===== src/hw/asd_regs.svh =====
// Timing and sequencing constants for the anti-shock DRAM access sequencer
`ifndef ASD_REGS_SVH
`define ASD_REGS_SVH

// System clock period in ns
`define ASD_CLK_PERIOD_NS 40

// Access phases, counted from the cycle the row address goes out
`define ASD_P_START 4'h0
`define ASD_P_RAS_FALL 4'h1
`define ASD_P_ROW_HOLD 4'h1
`define ASD_P_CAS_FALL 4'h3
`define ASD_P_LAST_LOW 4'h5
`define ASD_P_COL_END 4'h7
`define ASD_P_END 4'h8
`define ASD_PHASE_STEP 4'h1

// Row counts of each DRAM size
`define ASD_ROWS_1M 512
`define ASD_ROWS_4M 1024

// Whole-array refresh periods in us, per size and compression mode
`define ASD_TREF_1M_FULL_US 1400
`define ASD_TREF_1M_6B_US 3700
`define ASD_TREF_1M_5B_US 4400
`define ASD_TREF_1M_4B_US 5500
`define ASD_TREF_4M_FULL_US 2700
`define ASD_TREF_4M_6B_US 7300
`define ASD_TREF_4M_5B_US 8800
`define ASD_TREF_4M_4B_US 10900

// Cycles between single-row refreshes, rounded down
`define ASD_REF_CYC(us, rows) (((us) * 1000 / `ASD_CLK_PERIOD_NS) / (rows))
`define ASD_REF_CYC_MAX `ASD_REF_CYC(`ASD_TREF_4M_4B_US, `ASD_ROWS_4M)

// Read-data buffer depth
`define ASD_BUF_DEPTH 2'h2

`endif


===== src/hw/asd_pkg.sv =====
// Types shared by the anti-shock DRAM access sequencer
package asd_pkg;

  // Sequencer states, one-hot
  typedef enum logic [3:0] {
    ASD_IDLE = 4'b0001,
    ASD_WRITE = 4'b0010,
    ASD_READ = 4'b0100,
    ASD_REFRESH = 4'b1000
  } asd_state_t;

  // Compression mode, sets refresh pacing
  typedef enum logic [1:0] {
    ASD_FULL_BIT = 2'h0,
    ASD_SIX_BIT = 2'h1,
    ASD_FIVE_BIT = 2'h2,
    ASD_FOUR_BIT = 2'h3
  } asd_comp_t;

endpackage


===== src/hw/asd_pair_buffer.sv =====
// Two-entry read-data buffer with valid and ready on both sides
`timescale 1ns/10ps
`default_nettype none
`include "asd_regs.svh"

module asd_pair_buffer (
  input wire logic sys_clk, // System clock
  input wire logic reset_n, // Asynchronous reset, active low
  input wire logic in_valid, // Word offered
  output logic in_ready, // Room for a word
  input wire logic [3:0] in_data, // Word in
  output logic out_valid, // Word available
  input wire logic out_ready, // Receiver takes word
  output logic [3:0] out_data // Head word
);

  logic [3:0] slot [0:1];
  logic [3:0] next_slot [0:1];
  logic [1:0] cnt;
  logic [1:0] next_cnt;
  logic next_in_ready;
  logic next_out_valid;
  logic push;
  logic pop;
  logic [1:0] wr_idx;

  assign out_data = slot[0];

  // Shift on pop, write at the first free index
  always_comb begin
    push = in_valid && in_ready;
    pop = out_valid && out_ready;
    next_slot[0] = slot[0];
    next_slot[1] = slot[1];
    wr_idx = cnt - {1'b0, pop};
    if (pop) begin
      next_slot[0] = slot[1];
    end
    if (push) begin
      next_slot[wr_idx[0]] = in_data;
    end
    next_cnt = cnt + {1'b0, push} - {1'b0, pop};
    next_in_ready = next_cnt != `ASD_BUF_DEPTH;
    next_out_valid = next_cnt != 2'h0;
  end

  // Registers
  always_ff @(posedge sys_clk or negedge reset_n) begin
    if (!reset_n) begin
      slot[0] <= 4'h0;
      slot[1] <= 4'h0;
      cnt <= 2'h0;
      in_ready <= 1'b1;
      out_valid <= 1'b0;
    end else begin
      slot[0] <= next_slot[0];
      slot[1] <= next_slot[1];
      cnt <= next_cnt;
      in_ready <= next_in_ready;
      out_valid <= next_out_valid;
    end
  end

endmodule
`default_nettype wire


===== src/hw/asd_dram_seq.sv =====
// Anti-shock DRAM access sequencer: strobes, address mux, data and refresh
`timescale 1ns/10ps
`default_nettype none
`include "asd_regs.svh"

module asd_dram_seq
  import asd_pkg::*;
(
  input wire logic sys_clk, // System clock, 25 MHz
  input wire logic reset_n, // Asynchronous reset, active low
  input wire logic memory_system_on, // High: shock-proof, low: through
  input wire logic dram_size_select, // High: 4M part, low: 1M part
  input wire logic [1:0] compression_mode, // Pacing mode, see asd_comp_t
  input wire logic req_valid, // Access request
  input wire logic req_write, // High: write, low: read
  input wire logic [19:0] req_address, // Nibble address
  input wire logic [3:0] req_wdata, // Nibble to write
  output logic req_ready, // Request taken when high with valid
  output logic rd_valid, // Read nibble available
  input wire logic rd_ready, // Receiver takes read nibble
  output logic [3:0] rd_data, // Read nibble
  output logic through_mode, // High while memory bypassed
  output logic row_strobe_n, // DRAM row strobe
  output logic column_strobe_n, // DRAM column strobe
  output logic dram_read_gate_n, // DRAM output enable
  output logic dram_write_strobe_n, // DRAM write enable
  output logic [9:0] dram_mux_address, // Multiplexed address
  input wire logic [3:0] dram_nibble_in, // Data bus level
  output logic [3:0] dram_nibble_out, // Data bus drive value
  output logic dram_nibble_oe_n // Low while driving data bus
);

  ////////////////////////////////////////////////////////////////////////////
  // Decoding helpers

  // Row or column part of a nibble address for the selected size
  function automatic logic [9:0] asd_split(input logic [19:0] a, input logic big, input logic col);
    logic [9:0] r;
    if (big) begin
      r = col ? a[9:0] : a[19:10];
    end else begin
      r = col ? {1'b0, a[8:0]} : {1'b0, a[17:9]};
    end
    return r;
  endfunction

  // Cycles between row refreshes for the size and mode
  function automatic logic [8:0] asd_ref_interval(input logic big, input logic [1:0] mode);
    logic [8:0] r;
    unique case ({big, mode})
      {1'b0, ASD_FULL_BIT}: r = 9'(`ASD_REF_CYC(`ASD_TREF_1M_FULL_US, `ASD_ROWS_1M));
      {1'b0, ASD_SIX_BIT}: r = 9'(`ASD_REF_CYC(`ASD_TREF_1M_6B_US, `ASD_ROWS_1M));
      {1'b0, ASD_FIVE_BIT}: r = 9'(`ASD_REF_CYC(`ASD_TREF_1M_5B_US, `ASD_ROWS_1M));
      {1'b0, ASD_FOUR_BIT}: r = 9'(`ASD_REF_CYC(`ASD_TREF_1M_4B_US, `ASD_ROWS_1M));
      {1'b1, ASD_FULL_BIT}: r = 9'(`ASD_REF_CYC(`ASD_TREF_4M_FULL_US, `ASD_ROWS_4M));
      {1'b1, ASD_SIX_BIT}: r = 9'(`ASD_REF_CYC(`ASD_TREF_4M_6B_US, `ASD_ROWS_4M));
      {1'b1, ASD_FIVE_BIT}: r = 9'(`ASD_REF_CYC(`ASD_TREF_4M_5B_US, `ASD_ROWS_4M));
      {1'b1, ASD_FOUR_BIT}: r = 9'(`ASD_REF_CYC(`ASD_TREF_4M_4B_US, `ASD_ROWS_4M));
    endcase
    return r;
  endfunction

  ////////////////////////////////////////////////////////////////////////////
  // Declarations

  asd_state_t state;
  asd_state_t next_state;
  logic [3:0] phase;
  logic [3:0] next_phase;
  logic [19:0] addr_lat;
  logic [19:0] next_addr_lat;
  logic [3:0] wdata_lat;
  logic [3:0] next_wdata_lat;
  logic next_req_ready;
  logic next_through_mode;
  logic next_row_strobe_n;
  logic next_column_strobe_n;
  logic next_dram_read_gate_n;
  logic next_dram_write_strobe_n;
  logic [9:0] next_dram_mux_address;
  logic next_dram_nibble_oe_n;
  logic start_ref;
  logic cap_push;
  logic buf_in_ready;
  logic in_acc;
  logic col_acc;
  logic [9:0] ref_row_addr;

  logic [8:0] ref_timer;
  logic [8:0] next_ref_timer;
  logic ref_pend;
  logic next_ref_pend;
  logic [9:0] ref_row;
  logic [9:0] next_ref_row;
  logic ref_tick;

  ////////////////////////////////////////////////////////////////////////////
  // Access sequencer

  // Next state, latched request and next pin values
  always_comb begin
    next_state = state;
    next_phase = phase;
    next_addr_lat = addr_lat;
    next_wdata_lat = wdata_lat;
    start_ref = 1'b0;
    cap_push = 1'b0;
    unique case (state)
      ASD_IDLE: begin
        if (memory_system_on && ref_pend) begin
          next_state = ASD_REFRESH;
          next_phase = `ASD_P_START;
          start_ref = 1'b1;
        end else if (req_valid && req_ready) begin
          next_state = req_write ? ASD_WRITE : ASD_READ;
          next_phase = `ASD_P_START;
          next_addr_lat = req_address;
          next_wdata_lat = req_wdata;
        end
      end
      ASD_WRITE, ASD_READ, ASD_REFRESH: begin
        cap_push = (state == ASD_READ) && (phase == `ASD_P_LAST_LOW);
        if (phase == `ASD_P_END) begin
          next_state = ASD_IDLE;
        end else begin
          next_phase = phase + `ASD_PHASE_STEP;
        end
      end
      default: begin
        next_state = ASD_IDLE;
        next_phase = `ASD_P_START;
      end
    endcase
    in_acc = next_state != ASD_IDLE;
    col_acc = (next_state == ASD_WRITE) || (next_state == ASD_READ);
    // Refresh row from the stepped count, so it stands unchanged across the RAS fall
    ref_row_addr = {dram_size_select & next_ref_row[9], next_ref_row[8:0]};
    // Strobe windows by phase
    next_row_strobe_n = !(in_acc && next_phase >= `ASD_P_RAS_FALL && next_phase <= `ASD_P_LAST_LOW);
    next_column_strobe_n = !(col_acc && next_phase >= `ASD_P_CAS_FALL && next_phase <= `ASD_P_LAST_LOW);
    next_dram_write_strobe_n = !(next_state == ASD_WRITE && next_phase <= `ASD_P_LAST_LOW);
    next_dram_read_gate_n = !(next_state == ASD_READ && next_phase <= `ASD_P_LAST_LOW);
    next_dram_nibble_oe_n = next_dram_write_strobe_n;
    // Row address around RAS fall, column address until hold ends
    next_dram_mux_address = dram_mux_address;
    if (in_acc && next_phase <= `ASD_P_ROW_HOLD) begin
      next_dram_mux_address = (next_state == ASD_REFRESH) ? ref_row_addr :
                              asd_split(next_addr_lat, dram_size_select, 1'b0);
    end else if (col_acc && next_phase <= `ASD_P_COL_END) begin
      next_dram_mux_address = asd_split(next_addr_lat, dram_size_select, 1'b1);
    end
    // Accept only when idle, in shock-proof mode, no refresh due, room for data
    next_req_ready = !in_acc && memory_system_on && !next_ref_pend && buf_in_ready;
    next_through_mode = !memory_system_on;
  end

  // Sequencer registers
  always_ff @(posedge sys_clk or negedge reset_n) begin
    if (!reset_n) begin
      state <= ASD_IDLE;
      phase <= `ASD_P_START;
      addr_lat <= 20'h00000;
      wdata_lat <= 4'h0;
      req_ready <= 1'b0;
      through_mode <= 1'b1;
      row_strobe_n <= 1'b1;
      column_strobe_n <= 1'b1;
      dram_read_gate_n <= 1'b1;
      dram_write_strobe_n <= 1'b1;
      dram_mux_address <= 10'h000;
      dram_nibble_out <= 4'h0;
      dram_nibble_oe_n <= 1'b1;
    end else begin
      state <= next_state;
      phase <= next_phase;
      addr_lat <= next_addr_lat;
      wdata_lat <= next_wdata_lat;
      req_ready <= next_req_ready;
      through_mode <= next_through_mode;
      row_strobe_n <= next_row_strobe_n;
      column_strobe_n <= next_column_strobe_n;
      dram_read_gate_n <= next_dram_read_gate_n;
      dram_write_strobe_n <= next_dram_write_strobe_n;
      dram_mux_address <= next_dram_mux_address;
      dram_nibble_out <= next_wdata_lat;
      dram_nibble_oe_n <= next_dram_nibble_oe_n;
    end
  end

  ////////////////////////////////////////////////////////////////////////////
  // Refresh pacing

  // Interval timer, pending flag (set wins over clear), row counter
  always_comb begin
    ref_tick = 1'b0;
    next_ref_pend = ref_pend;
    next_ref_row = ref_row;
    if (!memory_system_on) begin
      next_ref_timer = asd_ref_interval(dram_size_select, compression_mode);
      next_ref_pend = 1'b0;
    end else begin
      if (ref_timer == 9'h000) begin
        next_ref_timer = asd_ref_interval(dram_size_select, compression_mode) - 9'h001;
        ref_tick = 1'b1;
      end else begin
        next_ref_timer = ref_timer - 9'h001;
      end
      next_ref_pend = (ref_pend && !start_ref) || ref_tick;
      if (start_ref) begin
        next_ref_row = ref_row + 10'h001;
      end
    end
  end

  // Refresh registers
  always_ff @(posedge sys_clk or negedge reset_n) begin
    if (!reset_n) begin
      ref_timer <= 9'h000;
      ref_pend <= 1'b0;
      ref_row <= 10'h000;
    end else begin
      ref_timer <= next_ref_timer;
      ref_pend <= next_ref_pend;
      ref_row <= next_ref_row;
    end
  end

  ////////////////////////////////////////////////////////////////////////////
  // Read-data buffer; capture at the edge where CAS rises

  asd_pair_buffer u_rd_buf (
    .sys_clk(sys_clk),
    .reset_n(reset_n),
    .in_valid(cap_push),
    .in_ready(buf_in_ready),
    .in_data(dram_nibble_in),
    .out_valid(rd_valid),
    .out_ready(rd_ready),
    .out_data(rd_data)
  );

  localparam int GAP_MAX = `ASD_REF_CYC_MAX + 12;
  logic [9:0] ref_gap;

  // Cycles since the last refresh start or the last cycle in through mode
  always_ff @(posedge sys_clk or negedge reset_n) begin
    if (!reset_n) begin
      ref_gap <= 10'h000;
    end else if (start_ref || !memory_system_on) begin
      ref_gap <= 10'h000;
    end else begin
      ref_gap <= ref_gap + 10'h001;
    end
  end
endmodule
`default_nettype wire


===== config.mk =====
export PLATFORM = sky130hd
export DESIGN_NAME = asd_dram_seq
export DESIGN_NICKNAME = d
export VERILOG_FILES = /design/src/hw/asd_pkg.sv /design/src/hw/asd_pair_buffer.sv /design/src/hw/asd_dram_seq.sv
export VERILOG_INCLUDE_DIRS = /design/src /design/src/hw
export SDC_FILE = /design/constraint.sdc
export NUM_CORES = 1
export LEC_CHECK = 0
export BUFFER_PORTS_ARGS = -buffer_cell sky130_fd_sc_hd__buf_2
export CAP_MARGIN = 20
export CORE_UTILIZATION = 35
export CTS_CLUSTER_DIAMETER = 30
export DETAILED_ROUTE_END_ITERATION = 6
export SLEW_MARGIN = 0
export SYNTH_ARGS = -nofsm -noshare
export SYNTH_HDL_FRONTEND = slang
export SYNTH_SLANG_ARGS = --single-unit

===== constraint.sdc =====
create_clock -name sys_clk -period 2.34 [get_ports sys_clk]
set_input_delay 0.468 -clock sys_clk [delete_from_list [all_inputs] [get_ports sys_clk]]
set_output_delay 0.468 -clock sys_clk [all_outputs]
set_load 0.1 [all_outputs]

==> impl_results.md, run 1 <==
- Yosys warnings: 0
- Top cell type's share of synthesized area: 43.9%
- Clk slew on worst S/H paths: about 60 ps
- Crit path largest cell delay: just under 600 ps
- Commonest non-fill, non-tap cell in the layout: dfrtp_1
- Synth area leaders: dfrtp_1 44%, mux2i_1 12%, mux2_2 6.2%
- Mapped Cells: ~360
- Critical path buffers and inverters: 1
- Mapped Area: about 4200 um2
- Most frequent cells in the layout: 72 x dfrtp_1, 61 x buf_2, 45 x mux2i_1
- RSZ-0062 raised after global routing: true
- GRT Util Overall: 15.5%
- Crit-path cells: nor4b_4, and4_2, buf_4, mux2_2, mux2_2, mux2i_1, mux2i_1
- GRT met2 Usage: between 20% and 30%
- GRT busiest layer: met2
- Initial core utilization: 36.1%
- Fillers: around 1,100
- Final Skew: 6.45 ps
- TritonCTS clock tree: built
- Routability cong.: 0.831
- Layout net count: a little under 500
- WL final: 9030 um
- Total gr overflow: 0
- Top delay family on crit path: multiplexers
- I/O Buffers: 62
- Tightest Hold Check Type: in2async
- Psw: between 2000 and 3000 uW
- CP Launch Type: flop
- Die height: 111 um
- Top_reg_cell synth: dfrtp_1
- Number of global-route vias before repair: approximately 3,100
- Residual DRC: 8
- CTS Buffer Depth: 2
- WP data arrival: between 2000 and 3000 ps
- First-pass DRT Iterations: 6
- Worst slew margin: 66.3%
- Post-CTS Hold Fix Bufs: 0
- DR iter-0 viols: 138
- Maximum vdd ir drop: 0.000548 V
- CTS sink cnt: 80
- Layout cells sized above 1: between 30% and 40%
- FF-to-FF path depth: 7
- Fin crit period: 2290 ps
- Synth area leader: dfrtp_1
- TritonCTS Buffers: 9
- Sw frac: between 40% and 50%
- Seq pwr share: a little under a third
- Ant diodes: 0
- Largest net degree at the start of global routing: 39
- Leakage: 0.00266 uW
- Post-Layout Cell Count: between 500 and 600
- Async set or reset register ratio after synthesis: 100%
- Reg area: slightly above 2000 um2
- Wire length of the first global-routing pass: 15,100 um
- Vias: about 3,000
- Crit end category: flop
- Die W: about 110 um
- Synth Area per Inst: about 11 um2
- Final hold violation count: 0
- Tot Pwr: 6360 uW
- Final Max Tran Viols: 0
- Area of the multi-input gates: 1990 um2
- Vias per inst: roughly 5
- Yosys cell types: 65
- P_int: 3760 uW
- Post-synthesis sequential area ratio: about half
- Critical path depth in cells: 7
- Grt met3 use: 3.55%
- CP max stage cell: dfstp_2
- IO Pins: 63
- P&R area growth vs syn: 24.5%
- ANT nets after route: 0
- Slew @ Worst Pin: roughly 510 ps
- Mapped Nets: about 410
- Clock share of power: roughly a quarter
- FMAX: between 0.4 and 0.5 GHz
- Initial antenna violation count: 0
- Worst Path Required: 2550 ps
- Tcrit/Tclk final: around 98%
- Power Dens Cells: 1230 nW/um2
- Htree depth: 3
- DP HPWL: roughly 6500 um
- Die area: 12,300 um2
- Root buffer cell: clkbuf_16
- Clk Latency, worst-skew pair: approximately 330 ps
- EDFF count, synth: 0
- Met1 Usage GRT: a little over a fifth
- Cells after DPL: between 500 and 600
- Placeable Area: approximately 12,000 um2
- Routed length per instance: 15.2 um
- Combinational share of power: between 40 and 50%
- # rows: 39
- Max-cap violations: 0
- # setup viols final: 0
- Flops & latches, synth: 80
- Outcome: finished with violations
- Largest fanout on the critical path: 6
- Failing checks: design-rule violations
- Critical path class: reg2reg
-- state kept, by name (all words and copies together) (netlist names), 2 cells and up, named ones only --
signal and count:
state 4, ref_row 10, u_rd_buf.out_data 4, wdata_lat 4, dram_mux_address 10, addr_lat 20
phase 4, u_rd_buf.cnt 2, ref_timer 9
-- per-layer routing --
layer	share of wire (%)	routed length, um
met1	47	4290
met2	47	4260
met3	3.2	293
met4	2.1	189
met5	0	0
-- metrics by stage --
stage                     instance area (um2)  setup TNS (ps)  hold slack (ps)  worst slack [ps]  utilization (%)
after floorplan                          4170               0              172              44.1                -
after global placement                   4750               0              376              50.1             41.3
after detailed placement                 4750           -58.0              374             -58.0             41.3
after CTS                                5120               0             15.2              15.2             44.4
after global routing                     5180            -119             25.7             -64.0             45.0
final                                    5180               0             17.9              53.4             45.0
-- worst paths after layout --
check                      slack [ps]    startpoint             endpoint
setup / recovery                   50      state[0]  dram_mux_address[0]
hold / removal                     20       reset_n  dram_mux_address[9]
setup reg to reg                   50      state[0]  dram_mux_address[0]
hold reg to reg                   490    ref_row[4]           ref_row[4]
max in group asynchronous        1730       reset_n          addr_lat[5]
min in group sys_clk              370  req_wdata[3]         wdata_lat[3]
-- worst register-to-register path, delay by kind of cell, from the launching register on --
kind	cells	cell delay [ps]
buf+inv	1	180
flops	1	580
mux	4	860
simple gates	2	560
-- Yosys cell counts, types with 2 or more instances --
| master | instances |
|---|---|
| o2bb2ai_1 | 2 |
| buf_6 | 5 |
| mux2_2 | 23 |
| nor2_1 | 19 |
| a21oi_1 | 18 |
| o21ai_1 | 3 |
| buf_2 | 2 |
| nor3_1 | 4 |
| or2_2 | 2 |
| dfrtp_1 | 73 |
| xnor2_1 | 7 |
| and3_1 | 4 |
| nand4_1 | 5 |
| or3_1 | 2 |
| o21bai_1 | 2 |
| ha_1 | 11 |
| clkbuf_1 | 2 |
| nand3_1 | 3 |
| nor2b_1 | 2 |
| buf_4 | 8 |
| o22ai_1 | 3 |
| mux2i_1 | 49 |
| a211oi_1 | 2 |
| nor4_1 | 4 |
| xor2_1 | 4 |
| nand2b_1 | 4 |
| and4_1 | 2 |
| dfstp_2 | 7 |
| a21o_1 | 4 |
| xnor2_2 | 3 |
| nand2_1 | 22 |
| o211ai_1 | 2 |
| o21ai_0 | 10 |
| inv_1 | 19 |
-- power by group through the flow --
stage,registers [uW],clock network [uW],logic [uW]
final,2010,1680,2680
after global routing,2060,1790,2850
after CTS,2010,1730,2660
after detailed placement,2030,0,2640
after global placement,2010,0,2600
after floorplan,3010,0,1090
-- timing repair --
action / in CTS / in global routing
gates resized for setup: 0 / 12
hold endpoints to repair: 0 / 0
buffers inserted: 0 / 1
setup endpoints to repair: 0 / 10
-- cells by family (layout without fill, tap and decap cells) --
logic type               after synthesis  count (layout)  synth area share, %
AND/OR/NAND/NOR                       90              90                 12.8
adder cells (fa/ha/maj)               11              11                 3.31
AO/OA/AOI/OAI                         57              57                 8.72
multiplexers                          72              72                 18.0
flip-flops                            80              80                 48.3
XOR/XNOR                              14              14                 3.49
buffers and inverters                 39             126                 5.26
-- cell type report --
type / count / share of cell area, %
clock buffers: 12 / 5.14
clock inverters: 4 / 1.91
inverters: 21 / 1.57
multi-input cells: 244 / 38.3
flip-flops and latches: 80 / 38.8
well taps: 143 / 3.45
repair buffers: 89 / 10.7
Power figures use the tool's default switching activity.
==> run 2: changes to the inputs <==
==> constraint.sdc (replaced) <==
create_clock -name sys_clk -period 2.2 [get_ports sys_clk]
set_input_delay 0.44 -clock sys_clk [delete_from_list [all_inputs] [get_ports sys_clk]]
set_output_delay 0.44 -clock sys_clk [all_outputs]
set_load 0.1 [all_outputs]
==> impl_results.md, run 2 (synthesized netlist as in run 1, its figures left out) <==
- Crit Reg-Reg Endpoint: dram_mux_address[3]
- Die W: 111 um (unchanged)
- Crit-path cells: buf_6, or4b_4, nor3_4, nand2_2, xnor2_2, mux2i_2, mux2i_1
- Commonest non-fill, non-tap cell in the layout: dfrtp_1
- Outcome: finished with violations
- First-pass DRT Iterations: 6 (unchanged)
- Routability cong.: 0.889 (+7.0%)
- Final Max Tran Viols: 0 (unchanged)
- Initial core utilization: 36.1% (unchanged)
- FF-to-FF path depth: 7 (unchanged)
- Placeable Area: 11,500 um2 (unchanged)
- Setup crit end: dram_mux_address[3]
- Die area: 12,300 um2 (unchanged)
- CP max stage cell: or4b_4
- Ant diodes: 0 (unchanged)
- TritonCTS clock tree: built
- Regs by FF count: addr_lat: 20 flops, dram_mux_address: 10 flops, ref_row: 10 flops
- CP Launch Type: flop
- Largest fanout on the critical path: 4 (-2)
- Layout net count: 527 (+6.9%)
- Vias per inst: 4.97 (-2.0%)
- Root buffer cell: clkbuf_16
- Worst Path Required: 2410 ps (-140 ps)
- Power Dens Cells: 1220 nW/um2 (-0.68%)
- Area of the multi-input gates: 2120 um2 (+6.6%)
- WP data arrival: 2380 ps (-120 ps)
- Critical path buffers and inverters: 1 (unchanged)
- Wire length of the first global-routing pass: 15,400 um (+2.6%)
- Die height: 111 um (unchanged)
- Max reg flops: 20 (unchanged)
- Routed length per instance: 15.0 um (-1.2%)
- Critical path class: reg2reg
- Total gr overflow: 0 (unchanged)
- Leakage: 0.00284 uW (+6.6%)
- Htree depth: 3 (unchanged)
- ANT nets after route: 0 (unchanged)
- Layout cells sized above 1: 45.5% (+9.0 points)
- DR iter-0 viols: 70 (-49%)
- GRT Util Overall: 16.1% (+0.58 points)
- Failing checks: design-rule violations
- # setup viols final: 0 (unchanged)
- Worst Hold Slack: 24.4 ps (+6.44 ps)
- Crit path largest cell delay: 600 ps (+20 ps)
- Critical Path Source: state[1]
- Top reg by flops: addr_lat
- RSZ-0062 raised after global routing: true
- Final setup margin: 35.3 ps (-18.1 ps)
- Reg2reg setup slack: 40 ps (-20 ps)
- Residual DRC: 4 (-4)
- Vias: 3,119 (+3.6%)
- FMAX: 0.462 GHz (+5.6%)
- Largest net degree at the start of global routing: 41 (+5.1%)
- CTS sink cnt: 80 (unchanged)
- Tcrit/Tclk final: 98.4% (+0.68 points)
- # rows: 39 (unchanged)
- RR Startpoint: state[1]
- Tightest Hold Check Type: in2async
- Fillers: 1,069 (-1.6%)
- Fin crit period: 2160 ps (-122 ps)
- Clk Latency, worst-skew pair: 340 ps (about the same)
- Setup WS pre-CTS: -122 ps (-63.5 ps)
- Worst slew margin: 67.3% (+0.95 points)
- Most frequent cells in the layout: 70 x dfrtp_1, 61 x buf_2, 51 x buf_4
- Max-cap violations: 0 (unchanged)
- P&R area growth vs syn: 33.3%
- Critical path depth in cells: 7 (unchanged)
- WL final: 9440 um (+4.5%)
- Initial antenna violation count: 0 (unchanged)
- Number of global-route vias before repair: 3,200 (+2.2%)
- DP HPWL: 6730 um (+3.3%)
- Final hold violation count: 0 (unchanged)
- Post-CTS Hold Fix Bufs: 0 (unchanged)
- CTS Buffer Depth: 2 (unchanged)
- Maximum vdd ir drop: 0.000751 V (+37%)
- Slew @ Worst Pin: 494 ps (-14.4 ps)
- Crit end category: flop
- I/O Buffers: 62 (unchanged)
- Clk slew on worst S/H paths: 60 ps (about the same)
- Final Skew: 9.39 ps (+2.94 ps)
- Reg area: 2010 um2 (+0.12%)
- Top delay family on crit path: simple AND/OR/NAND/NOR gates
- TritonCTS Buffers: 9 (unchanged)
- IO Pins: 63 (unchanged)
==> run 2: changes by cell type in the layout (fill, tap and decap cells not counted), moves of 3 or more <==
cell / previous run / this run
buf_4: 24 / 51
buf_6: 1 / 6
xnor2_2: 3 / 6
mux2i_1: 45 / 41
xnor2_1: 7 / 4
clkinv_2: 0 / 3
o21ai_2: 0 / 3
clkbuf_8: 3 / 0
==> run 2: worst min-delay path by stage <==
stage	startpoint	endpoint	slack, ps
final	reset_n	state[3]	20
after global routing	reset_n	state[3]	40
after CTS	reset_n	state[3]	30
after detailed placement	reset_n	state[2]	400
after global placement	reset_n	state[2]	400
after floorplan	reset_n	asynchronous set/reset pin	140
==> run 2: metal layers <==
metal | up-vias | GRT usage [%] | part of all wire, %
met1 | 1534 | 20.0 | 46
li1 | 1520 | - | -
met5 | - | 0 | 0
met3 | 11 | 4.05 | 3.5
met2 | 54 | 26.8 | 49
met4 | 0 | 6.49 | 1.9
==> run 2: power by group <==
part           total, uW  leakage [uW]  switching (uW)  internal, uW
clock               1470      0.000142             594           874
sequential          2120      0.000992             203          1920
combinational       3180       0.00170            2070          1100
==> run 2: final cells by class <==
cell class              count  share of cell area, %
clock buffers              10                   4.13
well taps                 143                   3.23
inverters                  21                   1.51
flip-flops and latches     80                   36.3
multi-input cells         244                   38.2
clock inverters             6                   1.11
repair buffers            123                   15.5
==> run 2: per-stage QoR <==
| stage | cells | TNS (ps) | instance area, um2 | total power [uW] | util (%) |
|---|---|---|---|---|---|
| finish | 627 | 0 | 5540 | 6760 | 48.1 |
| global route | 627 | -286 | 5540 | 7140 | 48.1 |
| CTS | 617 | 0 | 5260 | 6600 | 45.7 |
| detailed placement | 601 | -543 | 4970 | 5080 | 43.1 |
| global placement | 601 | -81.3 | 4970 | 5020 | 43.1 |
| floorplan | 363 | 0 | 4190 | 4370 | - |
==> run 2: what timing repair did <==
item,4_1_cts,5_1_grt
pin swaps,1,12
hold endpoints to repair,0,0
endpoints found under the setup margin,10,14
cloned,0,1
resized for setup,3,43
buffers inserted,0,9
==> run 2: worst register-to-register path, stage by stage (launching register included) <==
cell     delay (ps)
dfrtp_2         450
buf_6           130
or4b_4          600
nor3_4          310
nand2_2         110
xnor2_2         170
mux2i_2         170
mux2i_1         100
==> run 3: changes to the inputs <==
--- a/config.mk
+++ b/config.mk
@@ -8,9 +8,13 @@
 export LEC_CHECK = 0
 export BUFFER_PORTS_ARGS = -buffer_cell sky130_fd_sc_hd__buf_2
 export CAP_MARGIN = 20
+export CELL_PAD_IN_SITES_DETAIL_PLACEMENT = 1
+export CELL_PAD_IN_SITES_GLOBAL_PLACEMENT = 2
+export CORE_MARGIN = 8
 export CORE_UTILIZATION = 35
 export CTS_CLUSTER_DIAMETER = 30
 export DETAILED_ROUTE_END_ITERATION = 6
+export PLACE_DENSITY_LB_ADDON = 0.1
 export SLEW_MARGIN = 0
 export SYNTH_ARGS = -nofsm -noshare
 export SYNTH_HDL_FRONTEND = slang
==> constraint.sdc (replaced) <==
create_clock -name sys_clk -period 2 [get_ports sys_clk]
set_input_delay 0.4 -clock sys_clk [delete_from_list [all_inputs] [get_ports sys_clk]]
set_output_delay 0.4 -clock sys_clk [all_outputs]
set_load 0.1 [all_outputs]
==> impl_results.md, run 3 (synthesized netlist as in run 1, its figures left out) <==
- DP HPWL: 8360 um (+24%)
- Regs by FF count: addr_lat: 20 flops, dram_mux_address: 10 flops, ref_row: 10 flops
- Worst Path Required: 2210 ps (-200 ps)
- Root buffer cell: clkbuf_16
- WP data arrival: 2370 ps (about the same)
- Residual DRC: 0 (-4)
- Commonest non-fill, non-tap cell in the layout: buf_4
- Placeable Area: 11,800 um2 (+2.6%)
- First-pass DRT Iterations: 4 (-2)
- Die height: 125 um (+13%)
- Tcrit/Tclk final: 108% (+9.4 points)
- Layout cells sized above 1: 53.3% (+7.9 points)
- Most frequent cells in the layout: 86 x buf_4, 71 x dfrtp_1, 61 x buf_2
- Initial core utilization: 35.2% (-0.90 points)
- RR Startpoint: state[0]
- Worst Hold Slack: 297 ps (+272 ps)
- Power Dens Cells: 1300 nW/um2 (+6.2%)
- CTS Buffer Depth: 2 (unchanged)
- TritonCTS clock tree: built
- Setup WS pre-CTS: -286 ps (-164 ps)
- Fin crit period: 2160 ps (-9.03 ps)
- Critical path class: reg2reg
- Final Skew: 7.56 ps (-1.82 ps)
- Tightest Hold Check Type: in2reg
- GRT Util Overall: 15.2% (-0.91 points)
- Max-cap violations: 0 (unchanged)
- Max reg flops: 20 (unchanged)
- Final setup margin: -156 ps (-191 ps)
- Failing checks: negative setup slack
- Fillers: 1,276 (+19%)
- Final Max Tran Viols: 0 (unchanged)
- Crit end category: flop
- Ant diodes: 0 (unchanged)
- Top reg by flops: addr_lat
- FMAX: 0.464 GHz (+0.42%)
- Post-Place Cell Area: 5210 um2 (+4.8%)
- CTS sink cnt: 80 (unchanged)
- Routed length per instance: 17.7 um (+18%)
- TritonCTS Buffers: 9 (unchanged)
- IO Pins: 63 (unchanged)
- Htree depth: 3 (unchanged)
- RSZ-0062 raised after global routing: true
- Worst slew margin: 66.8% (-0.47 points)
- Total gr overflow: 0 (unchanged)
- Clk Latency, worst-skew pair: 340 ps (about the same)
- Vias per inst: 5.04 (+1.3%)
- P&R area growth vs syn: 45.5%
- ANT nets after route: 0 (unchanged)
- WL final: 11,900 um (+26%)
- I/O Buffers: 62 (unchanged)
- Wire length of the first global-routing pass: 19,100 um (+24%)
- Initial antenna violation count: 0 (unchanged)
- Die W: 125 um (+13%)
- Outcome: finished with violations
- Slew @ Worst Pin: 501 ps (+7.14 ps)
- Hold path startpoint: req_wdata[1]
- Critical Path Source: state[0]
- Number of global-route vias before repair: 3,674 (+15%)
- Post-route cell area: 6050 um2 (+9.1%)
- DR iter-0 viols: 121 (+73%)
- Setup_tns: -1050 ps (-1050 ps)
- Vias: 3,375 (+8.2%)
- Clk slew on worst S/H paths: 60 ps (about the same)
- # setup viols final: 14 (+14)
- Layout net count: 566 (+7.4%)
- # rows: 40 (+2.6%)
- Largest net degree at the start of global routing: 28 (-32%)
- CP Launch Type: flop
- Leakage: 0.00308 uW (+8.5%)
- Maximum vdd ir drop: 0.000748 V (-0.43%)
- Tot Pwr: 7840 uW (+16%)
- Die area: 15,600 um2 (+27%)
- Routability cong.: 0.828 (-6.9%)
- Final hold violation count: 0 (unchanged)
- Largest fanout on the critical path: 5 (+1)
==> run 3: cell count changes in the layout (fill, tap and decap cells not counted), sizes merged <==
cell	before	now
buf	122	160
clkbuf	11	16
clkinv	5	2
bufinv	1	0
clkinvlp	1	0
dlygate4sd3	0	1
==> run 3: final timing paths <==
| check | cells after the start | slack (ps) | to |
|---|---|---|---|
| worst max-delay path | 8 | -160 | dram_mux_address[0] |
| worst min-delay path | 2 | 300 | wdata_lat[1] |
| worst max register to register | 8 | -160 | dram_mux_address[0] |
| worst min register to register | 2 | 490 | addr_lat[18] |
| max in group asynchronous | 3 | 820 | ref_row[8] |
| min in group asynchronous | 2 | 540 | state[2] |
==> run 3: layout make-up <==
cell class	count	area, um2	area share, %
Clock buffer	15	258	4.26
Clock inverter	1	5.00	0.0827
Inverter	21	83.8	1.39
Multi-Input combinational cell	244	2330	38.5
Sequential cell	80	2020	33.3
Tap cell	147	184	3.04
Timing Repair Buffer	162	1170	19.4
==> run 3: report_power, final <==
part / total [uW] / leakage [uW] / switching, uW / internal (uW)
Sequential: 2350 / 0.000994 / 236 / 2110
Combinational: 3990 / 0.00196 / 2490 / 1510
Clock: 1490 / 0.000128 / 618 / 875
Total: 7840 / 0.00308 / 3340 / 4500
==> run 3: critical path, cell delays in order (launching register included) <==
cell and delay, ps:
dfstp_2 530, nor4b_4 210, and4_4 330, buf_4 160, buf_16 130, buf_4 120, mux2_2 330, mux2i_1 140
mux2i_1 90
==> run 3: routing by layer <==
layer	global-route usage (%)	share of wire (%)
met3	3.06	3.1
met2	25.1	51
met4	6.02	1.6
met5	0	0
met1	19.1	45
==> run 3: per-stage QoR <==
| step | std cells | utilization, % |
|---|---|---|
| 6_report | 670 | 51.2 |
| 5_1_grt | 670 | 51.2 |
| 4_1_cts | 661 | 48.2 |
| 3_5_place_dp | 633 | 44.1 |
| 3_3_place_gp | 633 | 44.1 |
| 2_1_floorplan | 363 | - |
==> run 3: repair_timing <==
action / CTS / global route
endpoints found under the hold margin: 20 / 0
gates cloned: 1 / 1
pin swaps: 11 / 24
buffers inserted: 10 / 9
hold buffers: 1 / 0
gates resized for setup: 29 / 59
setup endpoints to repair: 26 / 29
